===== config.mk =====
export PLATFORM = sky130hd
export DESIGN_NAME = ttu_table_unit
export DESIGN_NICKNAME = d
export VERILOG_FILES = /design/src/ttu_pkg.sv /design/src/ttu_table_unit.sv /design/src/ttu_ptr_update.sv /design/src/ttu_blk_buf.sv
export SDC_FILE = /design/constraint.sdc
export NUM_CORES = 1
export LEC_CHECK = 0
export ABC_CLOCK_PERIOD_IN_PS = 21700
export BUFFER_PORTS_ARGS = -buffer_cell sky130_fd_sc_hd__buf_2
export CORE_AREA = 2 2 242 244
export CTS_BUF_LIST = sky130_fd_sc_hd__clkbuf_16
export CTS_CLUSTER_SIZE = 8
export DETAILED_ROUTE_END_ITERATION = 10
export DIE_AREA = 0 0 244 246
export PLACE_DENSITY = 0.73
export SLEW_MARGIN = 20
export SYNTH_ARGS = -nofsm -noshare
export SYNTH_HDL_FRONTEND = slang
export SYNTH_SLANG_ARGS = --single-unit

===== constraint.sdc =====
create_clock -name core_clk_i -period 21.7 [get_ports core_clk_i]
set_input_delay 2.17 -clock core_clk_i [delete_from_list [all_inputs] [get_ports core_clk_i]]
set_output_delay 2.17 -clock core_clk_i [all_outputs]
set_load 0.02 [all_outputs]

===== src/ttu_pkg.sv =====
// Constants, types and helpers for the table transfer unit.
// Assumes a single core clock and an asynchronous active-high reset.
// Summary of operation
// - Each table read moves exactly one byte.
// - Table read loads addressed byte into latch.
// - Pointer bit 0 picks high or low byte.
// - Table write drives pointer and latch outward.
// - Normal mode never writes the internal array.
// - Data accepted at any byte address.
// - Programming mode writes 64-byte, 32-word blocks.
// - Blocks align with code protection blocks.
// - Upper register holds bits 21..16, top bits zero.
// - High and low registers hold bits 15..0.
// - Four pointer updates: hold, post-inc, post-dec, pre-inc.
// - Steps change low 21 bits; 22 bits address.
// - Pointer bit 21 selects configuration space.
// - Wait field 11..00 adds 0..3 instruction cycles.
package ttu_pkg;

    // Widths of the pointer, its counting part and the data paths.
    localparam int PTR_W = 22;
    localparam int CNT_W = 21;
    localparam int DATA_W = 8;
    localparam int WORD_W = 16;
    localparam int REG_AW = 3;

    // Programming block geometry.
    localparam int BLK_BYTES = 64;
    localparam int BLK_WORDS = 32;
    localparam int BLK_OFS_W = 6;

    // Register offsets on the software port.
    localparam logic [REG_AW-1:0] REG_PTR_UPPER = 3'h0;
    localparam logic [REG_AW-1:0] REG_PTR_HIGH = 3'h1;
    localparam logic [REG_AW-1:0] REG_PTR_LOW = 3'h2;
    localparam logic [REG_AW-1:0] REG_LATCH = 3'h3;
    localparam logic [REG_AW-1:0] REG_BUS_CTRL = 3'h4;
    localparam logic [REG_AW-1:0] REG_STATUS = 3'h5;

    // Field positions.
    localparam int UPPER_IMPL_W = 6;
    localparam int WAIT_LSB = 4;
    localparam int WAIT_W = 2;
    localparam int STAT_BUSY_BIT = 0;
    localparam int STAT_PROG_BIT = 1;
    localparam int STAT_CFG_BIT = 2;
    localparam int CFG_SEL_BIT = 21;

    // Reset values.
    localparam logic [PTR_W-1:0] PTR_RST = 22'h000000;
    localparam logic [DATA_W-1:0] LATCH_RST = 8'h00;
    localparam logic [WAIT_W-1:0] WAIT_RST = 2'h0;

    // Timing: the core clock period and the instruction cycle length.
    localparam int CLK_PERIOD_NS = 100;
    localparam int TCY_NS = 100;
    localparam int CLK_PER_TCY = (TCY_NS + CLK_PERIOD_NS - 1) / CLK_PERIOD_NS;

    // Pointer update chosen by each table operation.
    typedef enum logic [1:0] {
        PTR_HOLD = 2'h0,
        PTR_POST_INC = 2'h1,
        PTR_POST_DEC = 2'h2,
        PTR_PRE_INC = 2'h3
    } ttu_ptr_mode_type;

    // Extra instruction cycles for a wait field; 11 gives none, 00 three.
    function automatic logic [WAIT_W-1:0] ttu_wait_extra(
        input logic [WAIT_W-1:0] field
    );
        ttu_wait_extra = ~field;
    endfunction

    // Steps the low 21 bits of the pointer, keeping bit 21 as it is.
    function automatic logic [PTR_W-1:0] ttu_ptr_step(
        input logic [PTR_W-1:0] ptr,
        input logic down
    );
        logic [CNT_W-1:0] low;
        low = down ? ptr[CNT_W-1:0] - 21'h000001
                   : ptr[CNT_W-1:0] + 21'h000001;
        ttu_ptr_step = {ptr[PTR_W-1], low};
    endfunction

endpackage


===== src/ttu_table_unit.sv =====
// Table transfer unit: moves single bytes between program memory space
// and the core through a byte pointer and a byte latch.
// Assumes memory answers with the addressed word within the access time
// and that the programming mode pin is asynchronous to the core clock.
// Ops may follow back to back; the register port never waits.
//
// Our own choices: the register offsets and the strobed register port.
module ttu_table_unit (
    input wire logic core_clk_i,
    input wire logic sys_rst_i,
    // Software register port.
    input wire logic [ttu_pkg::REG_AW-1:0] reg_addr_i,
    input wire logic [ttu_pkg::DATA_W-1:0] reg_wdata_i,
    input wire logic reg_wr_i,
    input wire logic reg_rd_i,
    output logic [ttu_pkg::DATA_W-1:0] reg_rdata_o,
    // Table operation request from the core.
    input wire logic op_valid_i,
    input wire logic op_write_i,
    input wire ttu_pkg::ttu_ptr_mode_type op_mode_i,
    output logic op_ready_o,
    output logic op_done_o,
    // Program memory and external bus.
    output logic [ttu_pkg::PTR_W-1:0] mem_addr_o,
    output logic mem_cfg_sel_o,
    output logic mem_rd_o,
    output logic mem_wr_o,
    output logic [ttu_pkg::DATA_W-1:0] mem_wdata_o,
    input wire logic [ttu_pkg::WORD_W-1:0] mem_rdata_i,
    // In-circuit programming of the internal array.
    input wire logic prog_mode_i,
    output logic row_prog_o,
    output logic [ttu_pkg::PTR_W-1:0] row_addr_o,
    output logic [ttu_pkg::BLK_BYTES*ttu_pkg::DATA_W-1:0] row_data_o
);
    import ttu_pkg::*;

    // Sequencer states, one-hot.
    typedef enum logic [1:0] {
        ST_IDLE = 2'b01,
        ST_ACCESS = 2'b10
    } ttu_state_type;

    // Control and register state.
    ttu_state_type state_q;
    ttu_state_type state_d;
    logic [PTR_W-1:0] ptr_q;
    logic [PTR_W-1:0] ptr_d;
    logic [PTR_W-1:0] after_q;
    logic [PTR_W-1:0] after_d;
    logic [DATA_W-1:0] latch_q;
    logic [DATA_W-1:0] latch_d;
    logic [WAIT_W-1:0] wait_q;
    logic [WAIT_W-1:0] wait_d;
    logic [WAIT_W+1:0] cnt_q;
    logic [WAIT_W+1:0] cnt_d;
    logic write_q;
    logic write_d;
    logic [PTR_W-1:0] addr_q;
    logic [PTR_W-1:0] addr_d;
    logic done_q;
    logic done_d;
    logic [DATA_W-1:0] rdata_q;
    logic [DATA_W-1:0] rdata_d;
    logic row_prog_q;
    logic row_prog_d;
    logic [PTR_W-1:0] row_addr_q;
    logic [PTR_W-1:0] row_addr_d;
    logic prog_meta_q;
    logic prog_sync_q;
    // Synchroniser next values.
    logic prog_meta_d;
    logic prog_sync_d;

    // Combinational helpers.
    logic [PTR_W-1:0] access_ptr;
    logic [PTR_W-1:0] after_ptr;
    logic accept;
    logic finish;
    logic blk_wr;
    logic [DATA_W-1:0] read_byte;

    // Pointer arithmetic for the requested update.
    // Both results settle before the take edge.
    ttu_ptr_update u_ptr_update (
        .ptr_i(ptr_q),
        .mode_i(op_mode_i),
        .access_ptr_o(access_ptr),
        .after_ptr_o(after_ptr)
    );

    // Block buffer for writes to the internal array.
    // Written only in programming mode.
    ttu_blk_buf #(
        .BYTES(BLK_BYTES),
        .OFS_W(BLK_OFS_W)
    ) u_blk_buf (
        .core_clk_i(core_clk_i),
        .sys_rst_i(sys_rst_i),
        .wr_i(blk_wr),
        .ofs_i(addr_q[BLK_OFS_W-1:0]),
        .byte_i(latch_q),
        .row_o(row_data_o)
    );

    // Brings the programming mode pin into the core clock domain.
    always_comb begin
        prog_meta_d = prog_mode_i;
        prog_sync_d = prog_meta_q;
    end

    // Registers the two synchroniser stages.
    always_ff @(posedge core_clk_i or posedge sys_rst_i) begin
        if (sys_rst_i) begin
            prog_meta_q <= 1'b0;
            prog_sync_q <= 1'b0;
        end else begin
            prog_meta_q <= prog_meta_d;
            prog_sync_q <= prog_sync_d;
        end
    end

    // Handshake and access qualifiers.
    // Ready comes straight from the state register.
    assign op_ready_o = (state_q == ST_IDLE);
    assign accept = op_valid_i && op_ready_o;
    assign finish = (state_q == ST_ACCESS) && (cnt_q == '0);
    // Only programming mode may write the internal array.
    assign blk_wr = finish && write_q && prog_sync_q;

    // Picks one byte of the addressed word; odd addresses take the high one.
    // The word is settled by the last access cycle.
    assign read_byte = addr_q[0] ? mem_rdata_i[WORD_W-1:DATA_W]
                                 : mem_rdata_i[DATA_W-1:0];

    // Next state of the operation sequencer and the software registers.
    always_comb begin
        state_d = state_q;
        ptr_d = ptr_q;
        after_d = after_q;
        latch_d = latch_q;
        wait_d = wait_q;
        cnt_d = cnt_q;
        write_d = write_q;
        addr_d = addr_q;
        done_d = 1'b0;
        row_prog_d = 1'b0;
        row_addr_d = row_addr_q;

        // Software writes; an operation finishing in the same cycle wins.
        if (reg_wr_i) begin
            case (reg_addr_i)
                REG_PTR_UPPER: begin
                    ptr_d[PTR_W-1:16] =
                        reg_wdata_i[UPPER_IMPL_W-1:0];
                end
                REG_PTR_HIGH: begin
                    ptr_d[15:8] = reg_wdata_i;
                end
                REG_PTR_LOW: begin
                    ptr_d[7:0] = reg_wdata_i;
                end
                REG_LATCH: begin
                    latch_d = reg_wdata_i;
                end
                REG_BUS_CTRL: begin
                    wait_d = reg_wdata_i[WAIT_LSB +: WAIT_W];
                end
                default: begin
                    latch_d = latch_d;
                end
            endcase
        end

        case (state_q)
            ST_IDLE: begin
                if (accept) begin
                    // Any byte address is legal; no alignment is checked.
                    addr_d = access_ptr;
                    after_d = after_ptr;
                    ptr_d = access_ptr;
                    write_d = op_write_i;
                    // Waits apply to all ops.
                    cnt_d = {2'b00, ttu_wait_extra(wait_q)}
                            * CLK_PER_TCY[WAIT_W+1:0];
                    state_d = ST_ACCESS;
                end
            end
            ST_ACCESS: begin
                if (cnt_q != '0) begin
                    cnt_d = cnt_q - 4'h1;
                end else begin
                    // One byte only; wider values take several operations.
                    if (!write_q) begin
                        latch_d = read_byte;
                    end
                    // The last byte of a block commits the whole block.
                    // Earlier bytes only fill the buffer.
                    if (blk_wr && (addr_q[BLK_OFS_W-1:0] == 6'h3F)) begin
                        row_prog_d = 1'b1;
                        row_addr_d = {addr_q[PTR_W-1:BLK_OFS_W],
                                      6'h00};
                    end
                    // Post steps land after the access.
                    ptr_d = after_q;
                    done_d = 1'b1;
                    state_d = ST_IDLE;
                end
            end
            default: begin
                state_d = ST_IDLE;
            end
        endcase
    end

    // Registers the sequencer and software-visible state.
    // Reset leaves the unit idle.
    always_ff @(posedge core_clk_i or posedge sys_rst_i) begin
        if (sys_rst_i) begin
            state_q <= ST_IDLE;
            ptr_q <= PTR_RST;
            after_q <= PTR_RST;
            latch_q <= LATCH_RST;
            wait_q <= WAIT_RST;
            cnt_q <= '0;
            write_q <= 1'b0;
            addr_q <= PTR_RST;
            done_q <= 1'b0;
            row_prog_q <= 1'b0;
            row_addr_q <= PTR_RST;
        end else begin
            state_q <= state_d;
            ptr_q <= ptr_d;
            after_q <= after_d;
            latch_q <= latch_d;
            wait_q <= wait_d;
            cnt_q <= cnt_d;
            write_q <= write_d;
            addr_q <= addr_d;
            done_q <= done_d;
            row_prog_q <= row_prog_d;
            row_addr_q <= row_addr_d;
        end
    end

    // Read data for the software port, valid the cycle after the strobe.
    // Zero outside the answer cycle.
    always_comb begin
        rdata_d = 8'h00;
        if (reg_rd_i) begin
            case (reg_addr_i)
                REG_PTR_UPPER: begin
                    rdata_d = {2'b00, ptr_q[PTR_W-1:16]};
                end
                REG_PTR_HIGH: begin
                    rdata_d = ptr_q[15:8];
                end
                REG_PTR_LOW: begin
                    rdata_d = ptr_q[7:0];
                end
                REG_LATCH: begin
                    rdata_d = latch_q;
                end
                REG_BUS_CTRL: begin
                    rdata_d[WAIT_LSB +: WAIT_W] = wait_q;
                end
                // Busy, mode and space select bits.
                REG_STATUS: begin
                    rdata_d[STAT_BUSY_BIT] = (state_q != ST_IDLE);
                    rdata_d[STAT_PROG_BIT] = prog_sync_q;
                    rdata_d[STAT_CFG_BIT] = ptr_q[CFG_SEL_BIT];
                end
                default: begin
                    rdata_d = 8'h00;
                end
            endcase
        end
    end

    // Holds the read answer for exactly one cycle.
    always_ff @(posedge core_clk_i or posedge sys_rst_i) begin
        if (sys_rst_i) begin
            rdata_q <= 8'h00;
        end else begin
            rdata_q <= rdata_d;
        end
    end

    // Memory side: address and data come from registers during an access.
    // The address stays until the next op; the data follows the latch, which reads and latch writes change.
    assign mem_addr_o = addr_q;
    assign mem_cfg_sel_o = addr_q[CFG_SEL_BIT];
    assign mem_rd_o = (state_q == ST_ACCESS) && !write_q;
    // External writes only outside programming mode.
    assign mem_wr_o = (state_q == ST_ACCESS) && write_q
                      && !prog_sync_q;
    assign mem_wdata_o = latch_q;
    assign op_done_o = done_q;
    assign reg_rdata_o = rdata_q;
    assign row_prog_o = row_prog_q;
    assign row_addr_o = row_addr_q;

endmodule


===== src/ttu_ptr_update.sv =====
// Pointer arithmetic for one table operation.
// Purely combinational; the caller registers both results.
module ttu_ptr_update (
    input wire logic [ttu_pkg::PTR_W-1:0] ptr_i,
    input wire ttu_pkg::ttu_ptr_mode_type mode_i,
    output logic [ttu_pkg::PTR_W-1:0] access_ptr_o,
    output logic [ttu_pkg::PTR_W-1:0] after_ptr_o
);
    import ttu_pkg::*;

    // Selects the address used by the access and the pointer left after it.
    always_comb begin
        access_ptr_o = ptr_i;
        after_ptr_o = ptr_i;
        case (mode_i)
            PTR_HOLD: begin
                after_ptr_o = ptr_i;
            end
            PTR_POST_INC: begin
                after_ptr_o = ttu_ptr_step(ptr_i, 1'b0);
            end
            PTR_POST_DEC: begin
                after_ptr_o = ttu_ptr_step(ptr_i, 1'b1);
            end
            PTR_PRE_INC: begin
                access_ptr_o = ttu_ptr_step(ptr_i, 1'b0);
                after_ptr_o = access_ptr_o;
            end
            default: begin
                after_ptr_o = ptr_i;
            end
        endcase
    end

endmodule


===== src/ttu_blk_buf.sv =====
// Block write buffer that gathers bytes of one programming block.
// Assumes the owner decides when a full block is committed.
module ttu_blk_buf #(
    parameter int BYTES = ttu_pkg::BLK_BYTES,
    parameter int OFS_W = ttu_pkg::BLK_OFS_W
) (
    input wire logic core_clk_i,
    input wire logic sys_rst_i,
    input wire logic wr_i,
    input wire logic [OFS_W-1:0] ofs_i,
    input wire logic [ttu_pkg::DATA_W-1:0] byte_i,
    output logic [BYTES*ttu_pkg::DATA_W-1:0] row_o
);
    import ttu_pkg::*;

    logic [DATA_W-1:0] buf_q [BYTES];
    logic [DATA_W-1:0] buf_d [BYTES];

    // Stores a byte at its offset within the block.
    always_comb begin
        for (int i = 0; i < BYTES; i++) begin
            buf_d[i] = buf_q[i];
        end
        if (wr_i) begin
            buf_d[ofs_i] = byte_i;
        end
    end

    // Registers the block contents.
    always_ff @(posedge core_clk_i or posedge sys_rst_i) begin
        if (sys_rst_i) begin
            for (int i = 0; i < BYTES; i++) begin
                buf_q[i] <= LATCH_RST;
            end
        end else begin
            for (int i = 0; i < BYTES; i++) begin
                buf_q[i] <= buf_d[i];
            end
        end
    end

    // Packs the block with byte 0 in the lowest bits.
    always_comb begin
        for (int i = 0; i < BYTES; i++) begin
            row_o[i*DATA_W +: DATA_W] = buf_q[i];
        end
    end

endmodule


# [Word-level counts from Yosys, hierarchy flattened]
# Index checks and enable logic that the tools add are counted.
[op_classes] addsub=3 order_cmp=2 eq_ne=15 mux=34 bitwise_logic=3 n_reduce_logical=22
[op_table] operator="512-bit bitwise mux" n=1
[op_table] operator="8-bit 2-to-1 mux" n=10
[op_table] operator="22-bit 2-to-1 mux" n=3
[op_table] operator="22-bit one-hot mux with 3 select lines" n=1
[op_table] operator="8-bit demux with 6-bit select" n=1
[op_table] operator="22-bit one-hot mux with 2 select lines" n=1
[op_table] operator="21-bit by 1-bit adder with 21-bit output (second input constant)" n=1
[op_table] operator="21-bit 2-to-1 mux" n=1
[op_table] operator="21-bit by 1-bit subtractor with 21-bit output (second input constant)" n=1
[op_table] operator="3-bit one-hot mux with 5 select lines" n=1
[op_table] operator="2-bit one-hot mux with 5 select lines" n=1
[op_table] operator="1-bit logical AND" n=9
[op_table] operator="4-bit 2-to-1 mux" n=2
[op_table] operator="4-bit one-hot mux with 2 select lines" n=1
[op_table] operator="7-bit >= comparator (second input constant)" n=1
[op_table] operator="7-bit by 1-bit less-than comparator with 1-bit output (second input constant)" n=1
[op_table] operator="6-bit inverter with 7-bit output" n=1
[op_table] operator="2-bit equality test (second input constant)" n=3
[op_table] operator="3-bit by 2-bit equality test with 1-bit output (second input constant)" n=2
[op_table] operator="3-bit equality test (second input constant)" n=2
[op_table] operator="6-bit equality test (second input constant)" n=1
[op_table] operator="6-bit 2-to-1 mux" n=1
[op_table] operator="2-bit one-hot mux with 3 select lines" n=1
[op_table] operator="2-bit AND reduction" n=3
[op_table] operator="19 further kinds" n=29
[totals] regBits=623 inputBits=36 out_inout_bits=578

# [Logic depth before layout (Yosys ltp)]
# Gate-level depths: netlist of run 1.
[depth] ltp_word=8 ltp_mapped=10

# [Cells and area by module]
# From an unflattened synthesis of run 1, not the netlist that was laid out.
[hier_totals] hier_cells=1846 area_unflattened_um2=25807.3
[by_module_without_submodules] mod="ttu_blk_buf" instances=1 cells_each=1192 area_each_um2=19580.0
[by_module_without_submodules] mod="ttu_table_unit" instances=1 cells_each=484 area_each_um2=5147.4
[by_module_without_submodules] mod="ttu_ptr_update" instances=1 cells_each=170 area_each_um2=1079.8

# [Worst setup path after synthesis of run 1]
# Ideal clock, no wire load.
[synth_path] kind="in2reg" from="input port reg_addr_i[2] in the netlist's numbering" to="register ptr_q[19]" setup_ns=0.090 arrival_time_ns=3.576 t_required_ns=21.610 path_slack_ns=18.034 stages=6 path_buffers=1 path_cell_list="clkbuf_1 nand2b_1 nor3_2 nand2_1 a2111o_1 o2111ai_1"
[synth_via] elab_chain_len=5 elab_cells_between_ends=6 cone_classes="mux: 5; reduce/logical: 1"
[synth_rtl] item="start: declaration" line_no="ttu_table_unit.sv:12" source="input wire logic [ttu_pkg::REG_AW-1:0] reg_addr_i,"
[synth_rtl] item="3-bit zero test *" line_no="ttu_table_unit.sv:152" source="case (reg_addr_i)"
[synth_rtl] item="6-bit 2-to-1 mux *" line_no="ttu_table_unit.sv:152"
[synth_rtl] item="22-bit 2-to-1 mux *" line_no="ttu_table_unit.sv:151" source="if (reg_wr_i) begin"
[synth_rtl] item="22-bit 2-to-1 mux (on tied branches)" line_no="ttu_table_unit.sv:190, ttu_table_unit.sv:177"
[synth_rtl] item="22-bit one-hot mux with 2 select lines *" line_no="ttu_table_unit.sv:175" source="case (state_q)"
[synth_rtl] item="net ptr_d[19]" line_no="ttu_table_unit.sv:48" source="logic [PTR_W-1:0] ptr_d;"
[synth_rtl] item="end signal: assignment" line_no="ttu_table_unit.sv:233" source="ptr_q <= ptr_d;"
[synth_rtl] item="end: declaration" line_no="ttu_table_unit.sv:47" source="logic [PTR_W-1:0] ptr_q;"
# The timed path passes the listed nets; every way through them passes the cells marked *.
# A chain may end at the register's enable or synchronous reset.

==> impl_table.tex, run 1 <==
\begin{tabular}{lr}
\hline
Metric & Value \\
\hline
\multicolumn{2}{l}{\textbf{Synthesis}} \\
Fraction of synthesis flops using an asynchronous set or reset pin & 1.00 \\
Synthesis Warnings & 0 \\
Post-Synthesis Cell Area & 25600 µm² \\
Average cell area after synthesis & 14.1 µm² \\
Number of enable flip-flop cells after synthesis & 0 \\
Number of synthesized register bits & 622 \\
Top FF cell, synth & dfrtp\_1 \\
Gate Count Post-Synth & 1813 \\
Yosys cell types & 66 \\
Fraction of the yosys area taken by sequential cells & 0.607 \\
\multicolumn{2}{l}{\textbf{Worst setup path}} \\
Class of the most critical setup path & primary input to asynchronous set/reset pin \\
CP Capture Type & asynchronous set/reset pin \\
CP arrival & 5.53 ns \\
Top fanout value on the critical path & 142 \\
Kind of start point of the critical path & primary input \\
Required time at the endpoint of the critical path & 22.30 ns \\
\multicolumn{2}{l}{\textbf{Floorplan}} \\
Die area & 60000 µm² \\
CORE AREA & 57400 µm² \\
Die Span Y & 246 µm \\
Effective utilization at floorplan & 0.447 \\
Horizontal extent of the die & 244 µm \\
Number of placement rows & 88 \\
Ports & 614 \\
\multicolumn{2}{l}{\textbf{Power and ir drop}} \\
Sequential share of power & 0.416 \\
Fraction of power spent switching nets & 0.339 \\
Clock network power share & 0.371 \\
Maximum resistive drop on vdd & 76.7 µV \\
Post-layout total power & 3.25 mW \\
Lkg Pwr & 17.1 nW \\
Design internal power & 2.15 mW \\
Switch Pwr & 1.10 mW \\
Combinational share of power & 0.213 \\
Power density over cell area & 103 nW/µm² \\
\multicolumn{2}{l}{\textbf{Placed design}} \\
Total cell area at the placement stage & 29300 µm² \\
Number of buffer cells added on primary ports & 607 \\
Placed Instances & 3084 \\
Setup Slack @ Placement & 15.69 ns \\
Routability congestion estimate from global placement & 0.927 \\
Detailed placement HPWL & 51.0 mm \\
\multicolumn{2}{l}{\textbf{Final layout}} \\
Layout Area Growth over Synthesis & 23.7\% \\
Final std cell area, no fill & 31700 µm² \\
Layout cell share with drive strength beyond 1 & 0.557 \\
Final standard cell count with taps included and fillers excluded & 3193 \\
Filler cell count in the final layout & 4706 \\
Commonest non-fill, non-tap cell in the layout & dfrtp\_1 \\
Most frequent cells in the layout & dfrtp\_1, buf\_2, mux2\_2, nand2\_1, clkbuf\_16 \\
Final Net Count & 2450 \\
Post-route core utilization & 0.553 \\
\multicolumn{2}{l}{\textbf{Clock tree}} \\
CTS clk-pin slew, worst paths & 0.06 ns \\
H-tree depth & 3 \\
Quantity of hold-fixing buffers added after cts & 0 \\
Post-cts gate resize count & 0 \\
Clock buffer count from CTS & 87 \\
Cell at the root of the clock tree & clkbuf\_16 \\
Clock tree from TritonCTS & yes \\
Maximum buffer depth of the clock tree & 3 \\
Clock sinks & 622 \\
Clock insertion delay at the later pin of the skew report & 0.63 ns \\
Post-CTS setup buffer count & 0 \\
\multicolumn{2}{l}{\textbf{Timing}} \\
Unrepaired setup endpoints after global routing & false \\
Final worst-path setup slack & 16.77 ns \\
Share of the cycle needed by the critical path after routing & 0.227 \\
Maximum clock skew at final layout & 0.0274 ns \\
Slew Viols, Final & 0 \\
Fin crit period & 4.93 ns \\
Endpoints failing hold & 0 \\
Slew at the pin with the worst max-slew slack & 1.02 ns \\
Total negative setup slack & 0 ns \\
Worst rel slew slack & 0.322 \\
Worst hold slack & 0.351 ns \\
Final setup vio count & 0 \\
Highest Clock Rate & 0.203 GHz \\
\multicolumn{2}{l}{\textbf{Global routing}} \\
Vias in the first global route & 18100 \\
First-pass GRT wire length & 115 mm \\
Pin count of the biggest net entering global routing & 189 \\
Remaining global-route overflow & 0 \\
Initial antenna violation count & 2 \\
Overall fraction of global-route tracks in use & 0.252 \\
\multicolumn{2}{l}{\textbf{Run}} \\
Max-cap viol count & 0 \\
\multicolumn{2}{l}{\textbf{Route}} \\
Via/cell ratio & 5.47 \\
Mean routed wirelength per cell & 24.1 µm \\
Number of iterations in the first detailed-routing pass & 5 \\
Total Wirelength & 76.8 mm \\
Post-DRT Antenna Nets & 0 \\
Via count & 17500 \\
DR DRC count & 0 \\
Drt initial violations & 1008 \\
\multicolumn{2}{l}{\textbf{Outcome}} \\
Result of the run & finished, final reports clean \\
\multicolumn{2}{l}{\textbf{Worst hold path}} \\
Class of the most critical hold timing path & flop to flop \\
\hline
\end{tabular}
[power by group through the flow]
stage / combinational, mW / clock, mW / sequential, mW
floorplan: 0.436 / 0 / 1.35
global placement: 0.679 / 0 / 1.36
detailed placement: 0.689 / 0 / 1.37
CTS: 0.691 / 1.23 / 1.35
global route: 0.744 / 1.29 / 1.36
finish: 0.694 / 1.21 / 1.35
[synth_stat cells (all sizes together), types with 4 or more instances]
library cell | count | share of area
nand3 | 21 | 0.0047
nor4 | 10 | 0.0035
xor2 | 19 | 0.0065
or3 | 4 | 0.00098
buf | 35 | 0.0082
inv | 13 | 0.0019
nor2 | 102 | 0.027
and3 | 7 | 0.0018
o22ai | 4 | 0.00098
clkbuf | 93 | 0.014
o21ai | 56 | 0.011
nor3 | 13 | 0.0027
xnor2 | 19 | 0.0065
nand4 | 11 | 0.0027
nand4b | 4 | 0.0014
a22oi | 5 | 0.0015
nand3b | 7 | 0.0020
mux2i | 40 | 0.016
mux2 | 539 | 0.24
ha | 5 | 0.0024
dfrtp | 621 | 0.61
nand2b | 8 | 0.0020
nor2b | 4 | 0.00098
o221ai | 12 | 0.0041
nand2 | 95 | 0.014
a21oi | 18 | 0.0035
a2bb2oi | 5 | 0.0017
[path summary, 6_finish.rpt]
check | end | slack (ns) | cells after the start | from
min in group asynchronous | u_blk_buf.row_o[37] | 1.76 | 2 | sys_rst_i
max in group core_clk_i | mem_wdata_o[0] | 17.49 | 2 | mem_wdata_o[0]
worst max-delay path | u_blk_buf.row_o[117] | 16.77 | 5 | sys_rst_i
worst min register to register | prog_sync_q | 0.35 | 0 | prog_meta_q
worst min-delay path | prog_sync_q | 0.35 | 0 | prog_meta_q
worst max register to register | u_blk_buf.row_o[477] | 18.06 | 8 | state_q[0]
[final cells by class]
cell class / count / area, µm² / area share
Clock buffer: 88 / 2200 / 0.0695
Inverter: 13 / 56.3 / 0.00178
Clock inverter: 19 / 185 / 0.00584
Multi-Input combinational cell: 1055 / 9490 / 0.299
Sequential cell: 622 / 15600 / 0.491
Antenna cell: 1 / 2.50 / 0.0000789
Timing Repair Buffer: 630 / 3230 / 0.102
Tap cell: 765 / 957 / 0.0302
[cells by family after synthesis]
logic type,count (synthesis),synth area share
adder cells (fa/ha/maj),5,0.00244
XOR/XNOR,38,0.0130
AND/OR/NAND/NOR,303,0.0693
multiplexers,581,0.254
buffers and inverters,141,0.0238
other,1,0.000146
flip-flops,622,0.607
AO/OA/AOI/OAI,122,0.0299
[per-layer routing]
layer	track usage	wire length, µm	up-vias
met2	0.423	37800	709
li1	-	-	7525
met3	0.0562	5440	174
met1	0.318	30700	9063
met4	0.104	2920	0
met5	0	0	-
[worst max-delay path: stages]
cell   delay [ns]
buf_2        0.13
inv_8        0.62
buf_6        0.69
buf_4        0.79
buf_4        0.87
[state kept, by name (all words and copies together), names as in the netlist]
name,count
state_q,2
row_addr_o,16
wait_q,2
prog_meta_q,1
after_q,22
reg_rdata_o,8
prog_sync_q,1
cnt_q,4
mem_addr_o,21
u_blk_buf.row_o,512
write_q,1
ptr_q,22
mem_wdata_o,8
op_done_o,1
row_prog_o,1
(Power assumes the default switching activity.)
==> inputs of run 2 (changes only) <==
--- a/config.mk
+++ b/config.mk
@@ -5,7 +5,7 @@
 export SDC_FILE = /design/constraint.sdc
 export NUM_CORES = 1
 export LEC_CHECK = 0
-export ABC_CLOCK_PERIOD_IN_PS = 21700
+export ABC_CLOCK_PERIOD_IN_PS = 4850
 export BUFFER_PORTS_ARGS = -buffer_cell sky130_fd_sc_hd__buf_2
 export CORE_AREA = 2 2 242 244
 export CTS_BUF_LIST = sky130_fd_sc_hd__clkbuf_16
==> constraint.sdc (replaced) <==
create_clock -name core_clk_i -period 4.85 [get_ports core_clk_i]
set_input_delay 0.485 -clock core_clk_i [delete_from_list [all_inputs] [get_ports core_clk_i]]
set_output_delay 0.485 -clock core_clk_i [all_outputs]
set_load 0.02 [all_outputs]
==> impl_table.tex, run 2 (synthesis gave the netlist of run 1 again) <==
\begin{tabular}{lr}
\hline
Metric & Value \\
\hline
\multicolumn{2}{l}{\textbf{Power and ir drop}} \\
Power density over cell area & 461 nW/µm² \\
Post-layout total power & 14.7 mW \\
Lkg Pwr & 17.2 nW \\
Combinational share of power & 0.187 \\
Design internal power & 9.68 mW \\
Clock network power share & 0.373 \\
Sequential share of power & 0.440 \\
Switch Pwr & 4.99 mW \\
Fraction of power spent switching nets & 0.340 \\
Maximum resistive drop on vdd & 354 µV \\
\multicolumn{2}{l}{\textbf{Global routing}} \\
Overall fraction of global-route tracks in use & 0.261 \\
Remaining global-route overflow & 0 \\
First-pass GRT wire length & 118 mm \\
Initial antenna violation count & 1 \\
Vias in the first global route & 18300 \\
Pin count of the biggest net entering global routing & 173 \\
\multicolumn{2}{l}{\textbf{Worst setup path}} \\
CP arrival & 4.10 ns \\
Kind of start point of the critical path & flop \\
CP Capture Type & flop \\
Standard cell with the maximum stage delay on the critical path & nand3b\_1 \\
Biggest cell delay along the critical path & 0.76 ns \\
Sequence of cells on the critical path & inv\_1 -> ha\_1 -> nand4bb\_1 -> nor2\_4 -> nand3b\_1 -> nor2\_2 -> mux2\_2 \\
Top fanout value on the critical path & 10 \\
Worst Path Buf+Inv & 1 \\
Required time at the endpoint of the critical path & 5.32 ns \\
CP delay by family, top & simple AND/OR/NAND/NOR gates \\
Class of the most critical setup path & flop to flop \\
\multicolumn{2}{l}{\textbf{Clock tree}} \\
Cell at the root of the clock tree & clkbuf\_16 \\
Clock tree from TritonCTS & yes \\
Clock buffer count from CTS & 88 \\
Clock sinks & 622 \\
H-tree depth & 3 \\
Post-cts gate resize count & 0 \\
Maximum buffer depth of the clock tree & 3 \\
CTS clk-pin slew, worst paths & 0.05 ns \\
Clock insertion delay at the later pin of the skew report & 0.62 ns \\
\multicolumn{2}{l}{\textbf{Timing}} \\
Highest Clock Rate & 0.276 GHz \\
Final setup vio count & 0 \\
Fin crit period & 3.63 ns \\
Slew at the pin with the worst max-slew slack & 1.04 ns \\
Worst hold slack & 0.0441 ns \\
Unrepaired setup endpoints after global routing & false \\
Endpoints failing hold & 0 \\
Slew Viols, Final & 0 \\
Worst rel slew slack & 0.303 \\
Maximum clock skew at final layout & 0.0263 ns \\
Share of the cycle needed by the critical path after routing & 0.747 \\
\multicolumn{2}{l}{\textbf{Route}} \\
Via/cell ratio & 5.53 \\
Via count & 17700 \\
Mean routed wirelength per cell & 24.9 µm \\
Drt initial violations & 904 \\
DR DRC count & 0 \\
Number of iterations in the first detailed-routing pass & 5 \\
Total Wirelength & 79.6 mm \\
Post-DRT Antenna Nets & 0 \\
\multicolumn{2}{l}{\textbf{Floorplan}} \\
Die area & 60000 µm² \\
Ports & 614 \\
Number of placement rows & 88 \\
CORE AREA & 57400 µm² \\
Die Span Y & 246 µm \\
Horizontal extent of the die & 244 µm \\
Effective utilization at floorplan & 0.447 \\
\multicolumn{2}{l}{\textbf{Run}} \\
Max-cap viol count & 0 \\
\multicolumn{2}{l}{\textbf{Final layout}} \\
Flip-flop count of the largest register after layout & 512 \\
Most frequent cells in the layout & dfrtp\_1, buf\_2, mux2\_2, nand2\_1, clkbuf\_16 \\
Sequential cell area & 15600 µm² \\
Layout Area Growth over Synthesis & 24.2\% \\
Final std cell area, no fill & 31800 µm² \\
Layout cell share with drive strength beyond 1 & 0.558 \\
Final standard cell count with taps included and fillers excluded & 3201 \\
Post-route core utilization & 0.555 \\
Filler cell count in the final layout & 4724 \\
Commonest non-fill, non-tap cell in the layout & dfrtp\_1 \\
Area of the multi-input gates & 9490 µm² \\
Final Net Count & 2458 \\
\multicolumn{2}{l}{\textbf{Outcome}} \\
Result of the run & finished, final reports clean \\
\multicolumn{2}{l}{\textbf{Placed design}} \\
Number of buffer cells added on primary ports & 607 \\
Placed Instances & 3090 \\
Routability congestion estimate from global placement & 0.922 \\
Total cell area at the placement stage & 29400 µm² \\
Detailed placement HPWL & 54.0 mm \\
\multicolumn{2}{l}{\textbf{Worst hold path}} \\
Class of the most critical hold timing path & primary input to asynchronous set/reset pin \\
\hline
\end{tabular}
==> run 2: cell types whose count changed in the layout (fill, tap and decap cells not counted), moves of 2 or more <==
cell	before	now
buf_12	1	3
buf_4	20	25
buf_6	2	0
clkbuf_16	88	90
clkinvlp_4	0	2
inv_1	24	22
==> run 2: path summary, 6_finish.rpt <==
path / from / endpoint / slack [ns] / cells after the start
setup / recovery: state_q[0] / u_blk_buf.row_o[1] / 1.22 / 7
hold / removal: sys_rst_i / u_blk_buf.row_o[376] / 0.04 / 2
setup reg to reg: state_q[0] / u_blk_buf.row_o[1] / 1.22 / 7
hold reg to reg: prog_meta_q / prog_sync_q / 0.36 / 0
max in group asynchronous: sys_rst_i / u_blk_buf.row_o[131] / 3.33 / 4
min in group core_clk_i: op_write_i / write_q / 0.13 / 3
==> run 2: power by group through the flow <==
stage                     clock network, mW  registers, mW  logic (mW)
after floorplan                           0           6.03        1.95
after global placement                    0           6.47        2.69
after detailed placement                  0           6.49        2.72
after CTS                              5.57           6.42        2.74
after global routing                   5.79           6.50        2.96
final                                  5.47           6.45        2.75
==> run 2: what timing repair did <==
| item | 4_1_cts | 5_1_grt |
|---|---|---|
| setup buffers | 0 | 0 |
| endpoints found under the hold margin | 1 | 0 |
| hold buffers | 1 | 0 |
==> run 2: area by class of cell <==
cell class | count | share of cell area
Clock buffer | 90 | 0.0708
Timing Repair Buffer | 637 | 0.104
Multi-Input combinational cell | 1055 | 0.298
Tap cell | 765 | 0.0301
Clock inverter | 18 | 0.00542
Antenna cell | 1 | 0.0000786
Sequential cell | 622 | 0.489
Inverter | 13 | 0.00165
==> run 2: routing by layer <==
| layer | vias up | track usage | wire, µm |
|---|---|---|---|
| met5 | - | 0 | 0 |
| met4 | 0 | 0.110 | 3190 |
| met3 | 184 | 0.0542 | 5380 |
| met2 | 724 | 0.436 | 39100 |
| met1 | 9215 | 0.330 | 32000 |
| li1 | 7565 | - | - |
==> run 2: metrics by stage <==
step                      setup WS, ns  TNS (ns)
final                             1.22         0
after global routing              1.04         0
after CTS                         1.16         0
after detailed placement          1.17         0
after global placement            1.37         0
after floorplan                  -4.13  -2563.44
==> inputs of run 3 (changes only) <==
--- a/config.mk
+++ b/config.mk
@@ -5,7 +5,7 @@
 export SDC_FILE = /design/constraint.sdc
 export NUM_CORES = 1
 export LEC_CHECK = 0
-export ABC_CLOCK_PERIOD_IN_PS = 4850
+export ABC_CLOCK_PERIOD_IN_PS = 3400
 export BUFFER_PORTS_ARGS = -buffer_cell sky130_fd_sc_hd__buf_2
 export CORE_AREA = 2 2 242 244
 export CTS_BUF_LIST = sky130_fd_sc_hd__clkbuf_16
==> constraint.sdc (replaced) <==
create_clock -name core_clk_i -period 3.4 [get_ports core_clk_i]
set_input_delay 0.34 -clock core_clk_i [delete_from_list [all_inputs] [get_ports core_clk_i]]
set_output_delay 0.34 -clock core_clk_i [all_outputs]
set_load 0.02 [all_outputs]
==> impl_table.tex, run 3 (synthesis gave the netlist of run 1 again) <==
\begin{tabular}{lr}
\hline
Metric & Value \\
\hline
\multicolumn{2}{l}{\textbf{Global routing}} \\
First-pass GRT wire length & 118 mm \\
Pin count of the biggest net entering global routing & 103 \\
Vias in the first global route & 18500 \\
Initial antenna violation count & 2 \\
Overall fraction of global-route tracks in use & 0.261 \\
Remaining global-route overflow & 0 \\
\multicolumn{2}{l}{\textbf{Worst hold path}} \\
Class of the most critical hold timing path & primary input to flop \\
Worst hold path cell count & 3 \\
\multicolumn{2}{l}{\textbf{Power and ir drop}} \\
Lkg Pwr & 17.3 nW \\
Design internal power & 13.8 mW \\
Clock network power share & 0.371 \\
Switch Pwr & 7.08 mW \\
Combinational share of power & 0.185 \\
Power density over cell area & 651 nW/µm² \\
Maximum resistive drop on vdd & 420 µV \\
Fraction of power spent switching nets & 0.339 \\
Sequential share of power & 0.444 \\
\multicolumn{2}{l}{\textbf{Route}} \\
Drt initial violations & 976 \\
Post-DRT Antenna Nets & 0 \\
Via/cell ratio & 5.48 \\
Via count & 17700 \\
DR DRC count & 0 \\
Mean routed wirelength per cell & 24.6 µm \\
Number of iterations in the first detailed-routing pass & 5 \\
Total Wirelength & 79.5 mm \\
\multicolumn{2}{l}{\textbf{Placed design}} \\
Detailed placement HPWL & 54.9 mm \\
Number of buffer cells added on primary ports & 607 \\
Routability congestion estimate from global placement & 0.903 \\
\multicolumn{2}{l}{\textbf{Run}} \\
Max-cap viol count & 0 \\
\multicolumn{2}{l}{\textbf{Floorplan}} \\
Die Span Y & 246 µm \\
Ports & 614 \\
Die area & 60000 µm² \\
Effective utilization at floorplan & 0.447 \\
Number of placement rows & 88 \\
CORE AREA & 57400 µm² \\
Horizontal extent of the die & 244 µm \\
\multicolumn{2}{l}{\textbf{Clock tree}} \\
Clock sinks & 622 \\
CTS clk-pin slew, worst paths & 0.05 ns \\
Maximum buffer depth of the clock tree & 3 \\
H-tree depth & 3 \\
Post-cts gate resize count & 0 \\
Clock buffer count from CTS & 88 \\
Clock tree from TritonCTS & yes \\
Cell at the root of the clock tree & clkbuf\_16 \\
Clock insertion delay at the later pin of the skew report & 0.64 ns \\
\multicolumn{2}{l}{\textbf{Timing}} \\
Worst rel slew slack & 0.261 \\
Share of the cycle needed by the critical path after routing & 0.928 \\
Highest Clock Rate & 0.317 GHz \\
Total negative setup slack & 0 ns \\
Endpoints failing hold & 0 \\
Unrepaired setup endpoints after global routing & false \\
Fin crit period & 3.16 ns \\
Slew at the pin with the worst max-slew slack & 1.11 ns \\
Maximum clock skew at final layout & 0.0335 ns \\
Slew Viols, Final & 0 \\
Final setup vio count & 0 \\
\multicolumn{2}{l}{\textbf{Worst setup path}} \\
Count of cells along the worst register-to-register path & 7 \\
Required time at the endpoint of the critical path & 3.89 ns \\
Kind of start point of the critical path & flop \\
CP arrival & 3.64 ns \\
Class of the most critical setup path & flop to flop \\
Top fanout value on the critical path & 10 \\
CP Capture Type & flop \\
\multicolumn{2}{l}{\textbf{Final layout}} \\
Flip-flop count of the largest register after layout & 512 \\
Post-route core utilization & 0.560 \\
Final Net Count & 2490 \\
Filler cell count in the final layout & 4683 \\
Most frequent cells in the layout & dfrtp\_1, buf\_2, mux2\_2, nand2\_1, clkbuf\_16 \\
Layout cell share with drive strength beyond 1 & 0.561 \\
Commonest non-fill, non-tap cell in the layout & dfrtp\_1 \\
Layout Area Growth over Synthesis & 25.2\% \\
\multicolumn{2}{l}{\textbf{Outcome}} \\
Result of the run & finished, final reports clean \\
\hline
\end{tabular}
run 3: final timing paths:
kind                                      start                    to  slack, ns
min in group asynchronous             sys_rst_i        mem_wdata_o[3]       0.43
worst min register to register      prog_meta_q           prog_sync_q       0.41
max in group asynchronous             sys_rst_i  u_blk_buf.row_o[349]       1.90
worst min-delay path            mem_rdata_i[12]        mem_wdata_o[4]       0.04
worst max-delay path                 state_q[0]  u_blk_buf.row_o[214]       0.24
worst max register to register       state_q[0]  u_blk_buf.row_o[214]       0.24
run 3: power groups by stage:
stage / logic, mW / registers [mW] / clock network [mW]
floorplan: 2.79 / 8.61 / 0
finish: 3.87 / 9.27 / 7.75
global placement: 3.78 / 9.33 / 0
detailed placement: 3.83 / 9.36 / 0
global route: 4.16 / 9.35 / 8.23
CTS: 3.86 / 9.25 / 7.90
run 3: final cells by class:
| class | instances | area [µm²] | area share |
|---|---|---|---|
| Sequential cell | 622 | 15600 | 0.485 |
| Multi-Input combinational cell | 1055 | 9490 | 0.295 |
| Timing Repair Buffer | 669 | 3620 | 0.113 |
| Clock buffer | 89 | 2230 | 0.0694 |
| Tap cell | 765 | 957 | 0.0298 |
| Clock inverter | 18 | 175 | 0.00546 |
| Inverter | 13 | 52.6 | 0.00164 |
| Antenna cell | 2 | 5.00 | 0.000156 |
run 3: through the flow:
| stage | setup WS [ns] | total power, mW | instances | area, µm² | hold WS (ns) |
|---|---|---|---|---|---|
| floorplan | -5.43 | 11.4 | 1818 | 25700 | 0.331 |
| global placement | 0.387 | 13.1 | 3117 | 29600 | 0.401 |
| detailed placement | 0.228 | 13.2 | 3117 | 29600 | 0.386 |
| CTS | 0.226 | 21.0 | 3231 | 32100 | 0.0000590 |
| global route | 0.107 | 21.7 | 3233 | 32100 | 0.0304 |
| finish | 0.244 | 20.9 | 3233 | 32100 | 0.0376 |
run 3: layer usage:
layer	vias to the layer above	part of all wire	GRT usage
met5	-	0	0
met4	0	0.036	0.0988
met3	156	0.062	0.0561
met2	682	0.50	0.443
met1	9258	0.40	0.329
li1	7623	-	-
run 3: worst max-delay path: stages, from the launching register on:
cell       delay, ns
dfstp_2         0.38
inv_1           0.09
ha_1            0.37
nand4bb_1       0.41
nor2_4          0.33
nand3_2         0.48
nor2_2          0.56
mux2_2          0.41
run 3: what timing repair did:
action / CTS / global route
hold buffers: 7 / 0
buffers inserted: 0 / 0
setup endpoints to repair: 0 / 0
endpoints found under the hold margin: 22 / 0
